<file path="src/hw/sleep_clk_pkg.sv">
package sleep_clk_pkg;

    // ************************************************************
    // divider
    // ************************************************************
    localparam int unsigned CNT_W            = 8;
    localparam logic [3:0]  DIV_RESET        = 4'h0;
    localparam logic [3:0]  DIV_MAX_LEGAL    = 4'h8;
    localparam logic [7:0]  CNT_RESET        = 8'h00;

    // ************************************************************
    // sleep mode select codes
    // ************************************************************
    localparam logic [2:0]  MODE_IDLE        = 3'h0;
    localparam logic [2:0]  MODE_ADC_NR      = 3'h1;
    localparam logic [2:0]  MODE_PDOWN       = 3'h2;
    localparam logic [2:0]  MODE_PSAVE       = 3'h3;
    localparam logic [2:0]  MODE_STANDBY     = 3'h6;
    localparam logic [2:0]  MODE_RESET       = 3'h0;

    // ************************************************************
    // wake timing, in master clock cycles
    // ************************************************************
    localparam logic [7:0]  STALL_CYC        = 8'h04;
    localparam logic [7:0]  STANDBY_WAKE_CYC = 8'h06;
    // oscillator restart from power-down/save; figure is fixed here at 16 cycles
    localparam logic [7:0]  PDOWN_WAKE_CYC   = 8'h10;
    localparam logic [7:0]  RUNNING_WAKE_CYC = 8'h00;

    typedef enum logic [1:0] {
        ST_RUN,
        ST_SLEEP,
        ST_START,
        ST_HOLD
    } power_state_e;

endpackage : sleep_clk_pkg

</file>
<file path="src/hw/sleep_mode_clock_gating.sv">
`timescale 1ns/1ps
// Behaviour
// - divider switches glitch-free, never faster
// - free counter on master clock, count hidden
// - new rate after one old-rate edge
// - sleep only when permit bit set
// - wake stalls four cycles past start-up
// - state kept intact across sleep
// - reset while asleep wakes to reset vector
// - codes 000 idle, 001 adc, 010 power-down
// - code 011 power-save, async timer wakes
// - code 110 standby, oscillator on, six cycles
// - idle stops cpu and flash clocks only
// - idle wakes on any enabled interrupt
// - adc mode stops io, cpu, flash clocks
// - adc mode wakes only on listed sources
// - idle or adc mode starts conversion
// - power-down halts all clocks and oscillator
// - power-down wakes on reset, serial, external_irq_line_zero, pins
// - line zero wakes deep modes only level-sensed
// - timer oscillator kept only when asynchronous
module sleep_mode_clock_gating
    import sleep_clk_pkg::*;
(
    input  wire logic       i_mclk,
    input  wire logic       i_rst,
    input  wire logic       i_div_wr,
    input  wire logic [3:0] i_clock_divide_select,
    input  wire logic       i_sleep_exec,
    input  wire logic       i_sleep_permit_bit,
    input  wire logic [2:0] i_sleep_mode_select,
    input  wire logic       i_ext_crystal,
    input  wire logic       i_comparator_power_off,
    input  wire logic       i_timer_async,
    input  wire logic       i_adc_enable,
    input  wire logic       i_reset_req,
    input  wire logic       i_irq_line_zero,
    input  wire logic       i_line_zero_level,
    input  wire logic       i_irq_pin_change,
    input  wire logic       i_irq_serial_start,
    input  wire logic       i_irq_timer,
    input  wire logic       i_irq_mem_ready,
    input  wire logic       i_irq_adc_done,
    input  wire logic       i_irq_comparator,
    input  wire logic       i_irq_other_io,
    output logic            o_sys_clk_en,
    output logic [3:0]      o_div_applied,
    output logic            o_cpu_clk_en,
    output logic            o_flash_clk_en,
    output logic            o_io_clk_en,
    output logic            o_adc_clk_en,
    output logic            o_async_clk_en,
    output logic            o_main_osc_en,
    output logic            o_timer_osc_en,
    output logic            o_cpu_stall,
    output logic            o_asleep,
    output logic            o_adc_start,
    output logic            o_wake_irq,
    output logic            o_wake_reset,
    output logic            o_sleep_nop
);

    // ************************************************************
    // state
    // ************************************************************
    typedef struct packed {
        logic [CNT_W-1:0] cnt;
        logic [3:0]       div;
        logic [3:0]       pend_div;
        logic             pend;
        logic             tick;
        power_state_e     st;
        logic [2:0]       mode;
        logic [7:0]       wait_cnt;
        logic             cpu_en;
        logic             flash_en;
        logic             io_en;
        logic             adc_en;
        logic             asy_en;
        logic             osc_en;
        logic             tosc_en;
        logic             stall;
        logic             asleep;
        logic             adc_start;
        logic             wake_irq;
        logic             wake_rst;
        logic             nop;
    } gate_state_s;

    gate_state_s s_q;
    gate_state_s s_d;

    function automatic logic [CNT_W-1:0] div_mask(input logic [3:0] dv);
        logic [CNT_W:0] m;
        m = (9'h001 << dv) - 9'h001;
        return m[CNT_W-1:0];
    endfunction : div_mask

    function automatic logic mode_legal(input logic [2:0] md, input logic xtal);
        return (md == MODE_IDLE) || (md == MODE_ADC_NR) || (md == MODE_PDOWN)
             || (md == MODE_PSAVE) || ((md == MODE_STANDBY) && xtal);
    endfunction : mode_legal

    logic [CNT_W-1:0] cnt_mask;
    logic             wake_ok;
    logic             line0_deep;

    assign cnt_mask   = div_mask(s_q.div);
    assign line0_deep = i_irq_line_zero && i_line_zero_level;

    // ************************************************************
    // wake source filter per mode
    // ************************************************************
    always_comb begin
        wake_ok = 1'b0;
        unique case (s_q.mode)
            MODE_IDLE: begin
                wake_ok = i_irq_line_zero || i_irq_pin_change || i_irq_serial_start
                          || i_irq_timer || i_irq_mem_ready || i_irq_adc_done
                          || i_irq_other_io
                          || (i_irq_comparator && !i_comparator_power_off);
            end
            MODE_ADC_NR: begin
                wake_ok = i_irq_adc_done || line0_deep || i_irq_pin_change
                          || i_irq_serial_start || i_irq_mem_ready
                          || (i_irq_timer && i_timer_async);
            end
            MODE_PSAVE: begin
                wake_ok = line0_deep || i_irq_pin_change || i_irq_serial_start
                          || (i_irq_timer && i_timer_async);
            end
            default: begin
                // power-down and standby
                wake_ok = line0_deep || i_irq_pin_change || i_irq_serial_start;
            end
        endcase
    end

    // ************************************************************
    // next state
    // ************************************************************
    always_comb begin
        s_d           = s_q;
        s_d.adc_start = 1'b0;
        s_d.wake_irq  = 1'b0;
        s_d.wake_rst  = 1'b0;
        s_d.nop       = 1'b0;

        // the counter is never reset on a write; the switch waits for an old-rate
        // edge so no short period appears
        s_d.cnt = s_q.cnt + 8'h01;
        if (i_div_wr && (i_clock_divide_select <= DIV_MAX_LEGAL)) begin
            s_d.pend_div = i_clock_divide_select;
            s_d.pend     = 1'b1;
        end
        s_d.tick = ((s_q.cnt & cnt_mask) == cnt_mask);
        if (s_d.tick && s_q.pend && !(i_div_wr && (i_clock_divide_select <= DIV_MAX_LEGAL))) begin
            // edge one at the old rate, then restart counting at the new rate
            s_d.div  = s_q.pend_div;
            s_d.pend = 1'b0;
            s_d.cnt  = CNT_RESET;
        end

        unique case (s_q.st)
            ST_RUN: begin
                if (i_sleep_exec) begin
                    if (i_sleep_permit_bit && mode_legal(i_sleep_mode_select, i_ext_crystal)) begin
                        s_d.st       = ST_SLEEP;
                        s_d.mode     = i_sleep_mode_select;
                        s_d.asleep   = 1'b1;
                        s_d.stall    = 1'b1;
                        // only enables drop; no state is cleared, so register
                        // file and sram hold their contents
                        s_d.cpu_en   = 1'b0;
                        s_d.flash_en = 1'b0;
                        s_d.io_en    = (i_sleep_mode_select == MODE_IDLE);
                        s_d.adc_en   = (i_sleep_mode_select == MODE_IDLE)
                                       || (i_sleep_mode_select == MODE_ADC_NR);
                        s_d.asy_en   = (i_sleep_mode_select == MODE_IDLE)
                                       || (i_sleep_mode_select == MODE_ADC_NR)
                                       || (i_sleep_mode_select == MODE_PSAVE);
                        s_d.osc_en   = (i_sleep_mode_select == MODE_IDLE)
                                       || (i_sleep_mode_select == MODE_ADC_NR)
                                       || (i_sleep_mode_select == MODE_STANDBY);
                        s_d.tosc_en  = i_timer_async
                                       && ((i_sleep_mode_select == MODE_IDLE)
                                       || (i_sleep_mode_select == MODE_ADC_NR)
                                       || (i_sleep_mode_select == MODE_PSAVE));
                        s_d.adc_start = i_adc_enable
                                       && ((i_sleep_mode_select == MODE_IDLE)
                                       || (i_sleep_mode_select == MODE_ADC_NR));
                    end else begin
                        s_d.nop = 1'b1;
                    end
                end
            end
            ST_SLEEP: begin
                if (i_reset_req) begin
                    s_d.st       = ST_RUN;
                    s_d.wake_rst = 1'b1;
                end else if (wake_ok) begin
                    s_d.asleep   = 1'b0;
                    s_d.cpu_en   = 1'b1;
                    s_d.flash_en = 1'b1;
                    s_d.io_en    = 1'b1;
                    s_d.adc_en   = 1'b1;
                    s_d.asy_en   = 1'b1;
                    s_d.osc_en   = 1'b1;
                    s_d.tosc_en  = i_timer_async;
                    if (s_q.mode == MODE_STANDBY) begin
                        s_d.st       = ST_START;
                        s_d.wait_cnt = STANDBY_WAKE_CYC - 8'h01;
                    end else if ((s_q.mode == MODE_PDOWN) || (s_q.mode == MODE_PSAVE)) begin
                        s_d.st       = ST_START;
                        s_d.wait_cnt = PDOWN_WAKE_CYC - 8'h01;
                    end else begin
                        s_d.st       = ST_HOLD;
                        s_d.wait_cnt = STALL_CYC - 8'h01;
                    end
                end
            end
            ST_START: begin
                if (i_reset_req) begin
                    s_d.st       = ST_RUN;
                    s_d.stall    = 1'b0;
                    s_d.wake_rst = 1'b1;
                end else if (s_q.wait_cnt == RUNNING_WAKE_CYC) begin
                    s_d.st       = ST_HOLD;
                    s_d.wait_cnt = STALL_CYC - 8'h01;
                end else begin
                    s_d.wait_cnt = s_q.wait_cnt - 8'h01;
                end
            end
            ST_HOLD: begin
                if (i_reset_req) begin
                    s_d.st       = ST_RUN;
                    s_d.stall    = 1'b0;
                    s_d.wake_rst = 1'b1;
                end else if (s_q.wait_cnt == RUNNING_WAKE_CYC) begin
                    s_d.st       = ST_RUN;
                    s_d.stall    = 1'b0;
                    s_d.wake_irq = 1'b1;
                end else begin
                    s_d.wait_cnt = s_q.wait_cnt - 8'h01;
                end
            end
        endcase

        if (s_d.st == ST_RUN) begin
            s_d.asleep   = 1'b0;
            s_d.stall    = 1'b0;
            s_d.cpu_en   = 1'b1;
            s_d.flash_en = 1'b1;
            s_d.io_en    = 1'b1;
            s_d.adc_en   = 1'b1;
            s_d.asy_en   = 1'b1;
            s_d.osc_en   = 1'b1;
            s_d.tosc_en  = i_timer_async;
        end
    end

    // ************************************************************
    // registers
    // ************************************************************
    always_ff @(posedge i_mclk) begin
        if (i_rst) begin
            s_q          <= '0;
            s_q.div      <= DIV_RESET;
            s_q.pend_div <= DIV_RESET;
            s_q.cnt      <= CNT_RESET;
            s_q.st       <= ST_RUN;
            s_q.mode     <= MODE_RESET;
            s_q.cpu_en   <= 1'b1;
            s_q.flash_en <= 1'b1;
            s_q.io_en    <= 1'b1;
            s_q.adc_en   <= 1'b1;
            s_q.asy_en   <= 1'b1;
            s_q.osc_en   <= 1'b1;
        end else begin
            s_q <= s_d;
        end
    end

    assign o_sys_clk_en   = s_q.tick;
    assign o_div_applied  = s_q.div;
    assign o_cpu_clk_en   = s_q.cpu_en;
    assign o_flash_clk_en = s_q.flash_en;
    assign o_io_clk_en    = s_q.io_en;
    assign o_adc_clk_en   = s_q.adc_en;
    assign o_async_clk_en = s_q.asy_en;
    assign o_main_osc_en  = s_q.osc_en;
    assign o_timer_osc_en = s_q.tosc_en;
    assign o_cpu_stall    = s_q.stall;
    assign o_asleep       = s_q.asleep;
    assign o_adc_start    = s_q.adc_start;
    assign o_wake_irq     = s_q.wake_irq;
    assign o_wake_reset   = s_q.wake_rst;
    assign o_sleep_nop    = s_q.nop;

    logic [8:0] gap_q;
    always_ff @(posedge i_mclk) begin
        if (i_rst || s_q.tick) begin
            gap_q <= 9'h000;
        end else if (gap_q != 9'h1ff) begin
            gap_q <= gap_q + 9'h001;
        end
    end
endmodule : sleep_mode_clock_gating

</file>
<file path="config.mk">
export PLATFORM = sky130hd
export DESIGN_NAME = sleep_mode_clock_gating
export DESIGN_NICKNAME = d
export VERILOG_FILES = /design/src/hw/sleep_clk_pkg.sv /design/src/hw/sleep_mode_clock_gating.sv
export SDC_FILE = /design/constraint.sdc
export NUM_CORES = 1
export LEC_CHECK = 0
export ABC_AREA = 1
export ABC_CLOCK_PERIOD_IN_PS = 3700
export BUFFER_PORTS_ARGS = -buffer_cell sky130_fd_sc_hd__buf_2
export CAP_MARGIN = 30
export CORE_UTILIZATION = 40
export CTS_CLUSTER_SIZE = 24
export DETAILED_ROUTE_END_ITERATION = 6
export SLEW_MARGIN = 15
export SYNTH_ARGS = -nofsm -noshare
export SYNTH_HDL_FRONTEND = slang
export SYNTH_SLANG_ARGS = --single-unit
</file>
<file path="constraint.sdc">
create_clock -name i_mclk -period 3.7 [get_ports i_mclk]
set_input_delay 0.37 -clock i_mclk [delete_from_list [all_inputs] [get_ports i_mclk]]
set_output_delay 0.37 -clock i_mclk [all_outputs]
set_load 0.005 [all_outputs]
</file>
==> summary.md, run 1 <==
| Metric | Value |
|---|---|
| Run status | finished, final reports clean |
| Initial Utilization | 42.26% |
| Reg2reg path depth | 10 |
| Clock root cell | clkbuf_8 |
| Synth Instances | 307 |
| Setup crit end kind | register |
| Number of global-route vias before repair | 1,830 |
| Post-synthesis cell type count | 36 |
| Remaining antenna violation count | 0 |
| Cell Rows | 26 |
| CTS clk-pin slew, worst paths | 0.08 ns |
| Largest net degree at the start of global routing | 24 |
| Critical path, cell by cell | nor2_2, nand3b_1, ha_1, o22ai_1, a21oi_1, o211ai_2, nor2_4, nand2_4, o21ai_4, nor2_1 |
| Post-synth top area cell | dfxtp_1 |
| Antenna Cells | 0 |
| Dpl hpwl | 3695 um |
| Pleak | 1.178 nW |
| Max Clk Rate | 0.4982 GHz |
| Post-CTS Setup Bufs | 0 |
| Residual DRC | 0 |
| Warnings from Yosys | 0 |
| Reg2Reg Launch Point | o_div_applied[3] |
| GRT Util Overall | 17.59% |
| Global-route wire length before repair | 8224 um |
| Core region area | 0.005205 mm2 |
| P per Cell Area | 472.6 mW/mm2 |
| Most common cell after layout, fill and taps aside | nor2_1 |
| CTS HTree Levels | 2 |
| WP data arrival | 2.19 ns |
| Clk_skew | 0.004974 ns |
| Top FF cell, synth | dfxtp_1 |
| Fillcell total | 548 |
| Period utilization | 54.25% |
| Final wirelength | 4791 um |
| Worst EP required | 3.89 ns |
| Max FFs per register | 26 |
| Worst min-delay path endpoint | o_adc_start |
| Mapped cell area | 0.002200 mm2 |
| Vias/cell | 4.864 |
| Startpoint Class | register |
| Synth-to-Final Area Change | 15.53% |
| Max Buffers Root-to-Sink | 2 |
| EDFF count, synth | 0 |
| RePlAce Congestion | 0.8872 |
| Fin. Hold Viols | 0 |
| Num CTS Buffers | 5 |
| Final Max Tran Viols | 0 |
| Most frequent cells in the layout | 57 x nor2_1, 54 x nand2_1, 43 x buf_2, 43 x dfxtp_1, 32 x inv_1 |
| CTS tree | built |
| Hold-fix buffers, CTS | 0 |
| Total congestion overflow | 0 |
| Hold Path Class | primary input to register |
| Chip height | 76.16 um |
| Worst slew margin | 48.82% |
| Worst-Margin Slew | 0.7669 ns |
| Register area share after synthesis | 39.14% |
| Via count | 2,038 |
| CP peak stage delay | 0.36 ns |
| WL per Instance | 11.43 um |
| Async set-reset flop share out of synthesis | 0% |
| Dpl ws | 1.663 ns |
| Placed Cells | 412 |
| Final hold slack | 0.3082 ns |
| Die width | 76.16 um |
| Worst VDD drop | 0.1795 mV |
| Layout cells sized above 1 | 21.20% |
| Slowest CP cell | dfxtp_1 |
| Synth area leaders | dfxtp_1 39%, nor2_1 9.7%, nand2_1 9.2% |
| Synth top area share | 39.14% |
| CP Class | register to register |
| Port buffer count | 43 |
| Hold path startpoint | i_adc_enable |
| Biggest register | s_q |
| Worst Setup Slack, final | 1.693 ns |
| Initial antenna violation count | 0 |
| Worst r2r dst | s_q[42] |
| Worst reg-to-reg setup slack | 1.69 ns |
| Synth Register Bits | 43 |
| DIE AREA | 0.005800 mm2 |
| Hold Path Stages | 3 |
| Syn avg cell area | 7.165 um2 |
| Layout Nets | 378 |
| DR pass1 iterations | 4 |
| # IOs | 44 |
| CP Max Fanout | 9 |
| CTS resizes | 0 |
| Final Setup Violations | 0 |
| Clock latency on the worst-skew pair | 0.29 ns |
| Setup_tns | 0 ns |
| Max-capacitance violation count | 0 |
| Unrepaired setup endpoints after global routing | false |
| Post-route minimum period | 2.007 ns |
| Fin cells | 419 |
| Iteration-0 DRC count of the detailed router | 127 |
| Syn Nets | 336 |
| # clock sinks | 43 |
per-stage QoR:
step | util, % | area (um2) | power [mW]
after CTS | 48.82 | 2541 | 1.220
after global placement | 47.14 | 2454 | 0.9094
final | 48.82 | 2541 | 1.201
after global routing | 48.82 | 2541 | 1.285
after detailed placement | 47.14 | 2454 | 0.9137
after floorplan | - | 2200 | 0.8339
final cells by class:
type                            count  area, um2  area share, %
Multi-Input combinational cell    221       1159          45.59
Clock inverter                      1      5.005         0.1969
Inverter                           35      131.4          5.170
Tap cell                           70      87.58          3.447
Clock buffer                        6      82.58          3.250
Sequential cell                    43      860.8          33.87
Timing Repair Buffer               43      215.2          8.469
worst max path at each step:
stage | start | to | slack [ns] | cells after the start
finish | o_div_applied[3] | s_q[42] | 1.69 | 10
CTS | o_div_applied[3] | s_q[42] | 1.65 | 10
global placement | o_div_applied[3] | s_q[38] | 1.68 | 10
detailed placement | o_div_applied[3] | s_q[39] | 1.66 | 10
global route | o_div_applied[3] | s_q[40] | 1.51 | 10
floorplan | o_div_applied[3] | s_q[27] | 1.92 | 10
Yosys cell counts, types with 3 or more instances:
cell type and instances:
xor2_1 4, a21oi_1 10, nor3_1 3, buf_4 5, nor2_2 4, nor2_4 3, nand3_1 22, nand2_1 54
clkbuf_1 3, xnor2_1 6, nand2_2 5, nor2_1 57, inv_1 32, ha_1 3, dfxtp_1 43, nand4_1 8
o21ai_0 18
power breakdown:
group          total, mW  leakage, nW  internal [mW]  switching, mW
Combinational      0.362        0.781          0.143          0.219
Sequential         0.534        0.350          0.501         0.0330
Clock              0.305       0.0470          0.147          0.158
Total               1.20         1.18          0.791          0.410
routing by layer:
| metal | vias to the layer above | global-route usage [%] | part of all wire [%] |
|---|---|---|---|
| li1 | 1075 | - | - |
| met1 | 901 | 22.87 | 50 |
| met2 | 54 | 28.45 | 44 |
| met3 | 8 | 4.072 | 4.9 |
| met4 | 0 | 6.346 | 1.4 |
| met5 | - | 0 | 0 |
logic make-up after synthesis:
kind of cell    synth area share, %
buf+inv                       8.191
simple gates                  35.15
compound gates                11.83
fa+ha+maj                     1.707
flops                         39.14
xor+xnor                      3.982
critical path, delay by kind of cell, from the launching register on:
kind | cells | cell delay, ns
AO/OA/AOI/OAI | 4 | 0.64
adder cells (fa/ha/maj) | 1 | 0.28
flip-flops | 1 | 0.36
AND/OR/NAND/NOR | 5 | 0.61
No activity file was read; power rests on OpenSTA's default activity.
==> run 2, diff against run 1 <==
- ABC_CLOCK_PERIOD_IN_PS: 3700 -> 1870
- clock period: 3.7 -> 1.87 ns (I/O delays scaled with it)
==> summary.md, run 2 (same netlist as run 1, synthesis figures left out) <==
| Metric | Value |
|---|---|
| Run status | finished, final reports clean |
| Pleak | 1.275 nW |
| Dpl hpwl | 3840 um |
| DR pass1 iterations | 4 |
| Chip height | 76.16 um |
| Startpoint Class | register |
| Max FFs per register | 26 |
| Synth-to-Final Area Change | 25.48% |
| Final wirelength | 5114 um |
| CP Class | register to register |
| Worst VDD drop | 0.5589 mV |
| Remaining antenna violation count | 0 |
| Worst Setup Slack, final | 0.04981 ns |
| Most frequent cells in the layout | 56 x nor2_1, 49 x nand2_1, 43 x buf_2, 40 x dfxtp_1, 30 x inv_1 |
| Met2 GRT Util | 32.09% |
| Dpl ws | -0.02089 ns |
| CTS clk-pin slew, worst paths | 0.07 ns |
| Max Buffers Root-to-Sink | 2 |
| P per Cell Area | 909.2 mW/mm2 |
| Antenna Cells | 0 |
| Die width | 76.16 um |
| # clock sinks | 43 |
| Residual DRC | 0 |
| Final Setup Violations | 0 |
| Setup crit end kind | register |
| Worst slew margin | 62.58% |
| Unrepaired setup endpoints after global routing | true |
| Initial Utilization | 42.26% |
| Global-route wire length before repair | 8963 um |
| Hold Path Class | primary input to register |
| Overall power | 2.509 mW |
| Core region area | 0.005205 mm2 |
| Max-capacitance violation count | 0 |
| Met1 Resource Use GR | 24.07% |
| # IOs | 44 |
| Initial antenna violation count | 0 |
| Clk_skew | 0.004039 ns |
| Setup_tns | 0 ns |
| Met3 usage | 5.269% |
| Grt peak-use layer | met2 |
| WP data arrival | 2.00 ns |
| Final hold slack | 0.1228 ns |
| WL per Instance | 11.68 um |
| Via count | 2,127 |
| Num CTS Buffers | 5 |
| Layout Nets | 398 |
| Port buffer count | 43 |
| Cell Rows | 26 |
| Vias/cell | 4.856 |
| Layout cells sized above 1 | 28.80% |
| Post-route minimum period | 1.820 ns |
| Iteration-0 DRC count of the detailed router | 66 |
| Period utilization | 97.34% |
| Clock root cell | clkbuf_8 |
| Total congestion overflow | 0 |
| Most common cell after layout, fill and taps aside | nor2_1 |
| RePlAce Congestion | 0.8892 |
| Clock latency on the worst-skew pair | 0.29 ns |
| Fin. Hold Viols | 0 |
| Final Max Tran Viols | 0 |
| Number of global-route vias before repair | 2,055 |
| Biggest register | s_q |
| CP Max Fanout | 5 |
| Hold-fix buffers, CTS | 0 |
| Largest net degree at the start of global routing | 18 |
| DIE AREA | 0.005800 mm2 |
| CTS tree | built |
| GRT Util Overall | 19.35% |
| Worst EP required | 2.05 ns |
| Worst-Margin Slew | 0.5606 ns |
| CTS HTree Levels | 2 |
| Max Clk Rate | 0.5494 GHz |
## run 2: path summary, 6_finish.rpt
check,from,to,slack [ns],cells past startpoint
setup / recovery,o_div_applied[2],s_q[43],0.05,10
hold reg to reg,s_q[13],s_q[13],0.45,1
setup reg to reg,o_div_applied[2],s_q[43],0.05,10
hold / removal,i_adc_enable,o_adc_start,0.12,3
## run 2: what timing repair did
item | CTS | global route
pin swaps | 1 | 12
cloned | 1 | 0
resized for setup | 2 | 20
endpoints found under the setup margin | 10 | 29
setup buffers | 0 | 5
## run 2: power breakdown
group	switching, mW	leakage (nW)	internal (mW)
clock network	0.291	0.0371	0.249
logic	0.493	0.886	0.415
registers	0.0674	0.352	0.995
## run 2: area by class of cell
| cell class | instances | area (um2) |
|---|---|---|
| tap | 70 | 87.58 |
| clock buffer | 6 | 72.57 |
| fill | 551 | 2445 |
| inverter | 35 | 131.4 |
| timing repair buffer | 62 | 357.8 |
| sequential | 43 | 867.1 |
| multi-input combinational | 222 | 1244 |
## run 2: metal layers
layer	vias to the layer above	share of wire [%]
met5	-	0
met4	0	1.6
met3	8	4.4
met2	49	46
met1	953	48
li1	1117	-
## run 2: through the flow
stage	std cells	util (%)	area (um2)
final	438	53.03	2760
after global placement	426	49.16	2559
after detailed placement	426	49.16	2559
after global routing	438	53.03	2760
after CTS	433	50.96	2653
after floorplan	307	-	2200
## run 2: worst max-delay path, stage by stage, from the launching register on
cell and delay, ns:
dfxtp_2 0.33, nor2_4 0.13, nand3b_1 0.09, ha_1 0.27, o22ai_1 0.07, a21oi_1 0.15
o211ai_2 0.15, nor2_4 0.16, nand2_4 0.09, o21ai_4 0.19, nor2_1 0.07
==> run 3, diff against run 2 <==
- HOLD_SLACK_MARGIN: default -> 0.15
==> summary.md, run 3 (same netlist as run 1, synthesis figures left out) <==
| Metric | Value |
|---|---|
| Number of global-route vias before repair | 2,082 |
| Most frequent CP cell | nor2_4 |
| CTS clk-pin slew, worst paths | 0.07 ns |
| Biggest register | s_q |
| Period utilization | 97.42% |
| CP Class | register to register |
| Worst slew margin | 62.68% |
| Clk_skew | 0.004257 ns |
| Final wirelength | 5151 um |
| RePlAce Congestion | 0.8892 |
| Unrepaired setup endpoints after global routing | true |
| Switching pwr | 854.3 uW |
| Initial antenna violation count | 0 |
| Clock root cell | clkbuf_8 |
| Max Clk Rate | 0.5489 GHz |
| Final Setup Violations | 0 |
| Max Buffers Root-to-Sink | 2 |
| Int Power | 1.664 mW |
| Num CTS Buffers | 5 |
| Worst EP required | 2.05 ns |
| Total congestion overflow | 0 |
| Most frequent cells in the layout | 56 x nor2_1, 49 x nand2_1, 43 x buf_2, 40 x dfxtp_1, 30 x inv_1 |
| Chip height | 76.16 um |
| Largest net degree at the start of global routing | 18 |
| Clock network fraction of total power | 21.5% |
| Overall power | 2.518 mW |
| Layout cells sized above 1 | 28.49% |
| Residual DRC | 0 |
| Dpl hpwl | 3840 um |
| CP peak stage delay | 0.33 ns |
| CTS tree | built |
| Startpoint Class | register |
| Post-route minimum period | 1.822 ns |
| Critical path, cell by cell | nor2_4, nand3b_1, ha_1, o22ai_1, a21oi_1, o211ai_2, nor2_4, nand2_4, o21ai_4, nor2_1 |
| Layout Nets | 402 |
| Die width | 76.16 um |
| DR pass1 iterations | 4 |
| Fin. Hold Viols | 0 |
| Slowest CP cell | dfxtp_2 |
| Most common cell after layout, fill and taps aside | nor2_1 |
| Run status | finished, final reports clean |
| Delay-heaviest family, CP | compound AO/OA/AOI/OAI gates |
| Worst-Margin Slew | 0.5591 ns |
| Core region area | 0.005205 mm2 |
| Worst VDD drop | 0.5635 mV |
| CTS HTree Levels | 2 |
| GRT Util Overall | 19.61% |
| Iteration-0 DRC count of the detailed router | 52 |
| Setup crit end kind | register |
| # clock sinks | 43 |
| Port buffer count | 43 |
| # IOs | 44 |
| Via count | 2,142 |
| Initial Utilization | 42.26% |
| Max-capacitance violation count | 0 |
| Pleak | 1.289 nW |
| Antenna Cells | 0 |
| Fillcell total | 547 |
| Final hold slack | 0.1618 ns |
| Max FFs per register | 26 |
| Core Util, Final | 53.80% |
| CP Max Fanout | 5 |
| WP data arrival | 2.01 ns |
| DIE AREA | 0.005800 mm2 |
| Switching Fraction | 33.93% |
| P per Cell Area | 899.2 mW/mm2 |
| Final Max Tran Viols | 0 |
| WL per Instance | 11.65 um |
| Buf/Inv on CP | 0 |
| Combinational power share | 36.3% |
| Cell Rows | 26 |
| Vias/cell | 4.846 |
| Global-route wire length before repair | 9080 um |
| Hold Path Class | primary input to register |
| Seq pwr share | 42.2% |
| Remaining antenna violation count | 0 |
| Synth-to-Final Area Change | 27.30% |
| Setup_tns | 0 ns |
| Clock latency on the worst-skew pair | 0.29 ns |
## run 3: cell types whose count changed in the layout (fill, tap and decap cells not counted)
cell / change
dlygate4sd3_1: +4
## run 3: path summary, 6_finish.rpt
path	cells past startpoint	end	slack (ns)	from
worst max-delay path	10	s_q[43]	0.05	o_div_applied[2]
worst min-delay path	3	s_q[29]	0.16	i_clock_divide_select[1]
worst max register to register	10	s_q[43]	0.05	o_div_applied[2]
worst min register to register	1	s_q[13]	0.45	s_q[13]
## run 3: cell type report
type	instances	area, um2	area share [%]
tap	70	87.58	3.128
sequential	43	867.1	30.97
timing repair buffer	66	397.9	14.21
clock buffer	6	72.57	2.592
multi-input combinational	222	1244	44.41
inverter	35	131.4	4.692
## run 3: metal layers
layer	up-vias	share of wire (%)	track usage [%]
met2	51	46	32.82
met3	8	4.5	5.269
met1	959	48	24.22
met4	0	1.5	6.923
met5	-	0	0
li1	1124	-	-
## run 3: worst min-delay path, delay by kind of cell
family,cells,cell delay (ns)
buffers and inverters,1,0.08
AO/OA/AOI/OAI,1,0.07
AND/OR/NAND/NOR,1,0.08
## run 3: repair_timing
item                                   in CTS  in global routing
setup endpoints to repair                  10                 29
hold buffers                                4                  0
resized for setup                           2                 20
cloned                                      1                  0
pin swaps                                   1                 12
endpoints found under the hold margin       3                  0
buffers inserted                            0                  5
## run 3: power by group through the flow
stage	Sequential (mW)	Combinational [mW]	Clock [mW]
after global placement	1.07	0.807	0
after global routing	1.07	1.03	0.608
after CTS	1.05	0.835	0.564
final	1.06	0.913	0.542
after detailed placement	1.08	0.809	0
after floorplan	1.07	0.581	0
## run 3: stage by stage
stage,setup slack [ns],instances,area (um2)
6_report,0.04822,442,2800
4_1_cts,0.004690,437,2693
5_1_grt,-0.07679,442,2800
2_1_floorplan,0.09361,307,2200
3_3_place_gp,0.03603,426,2559
3_5_place_dp,-0.02089,426,2559
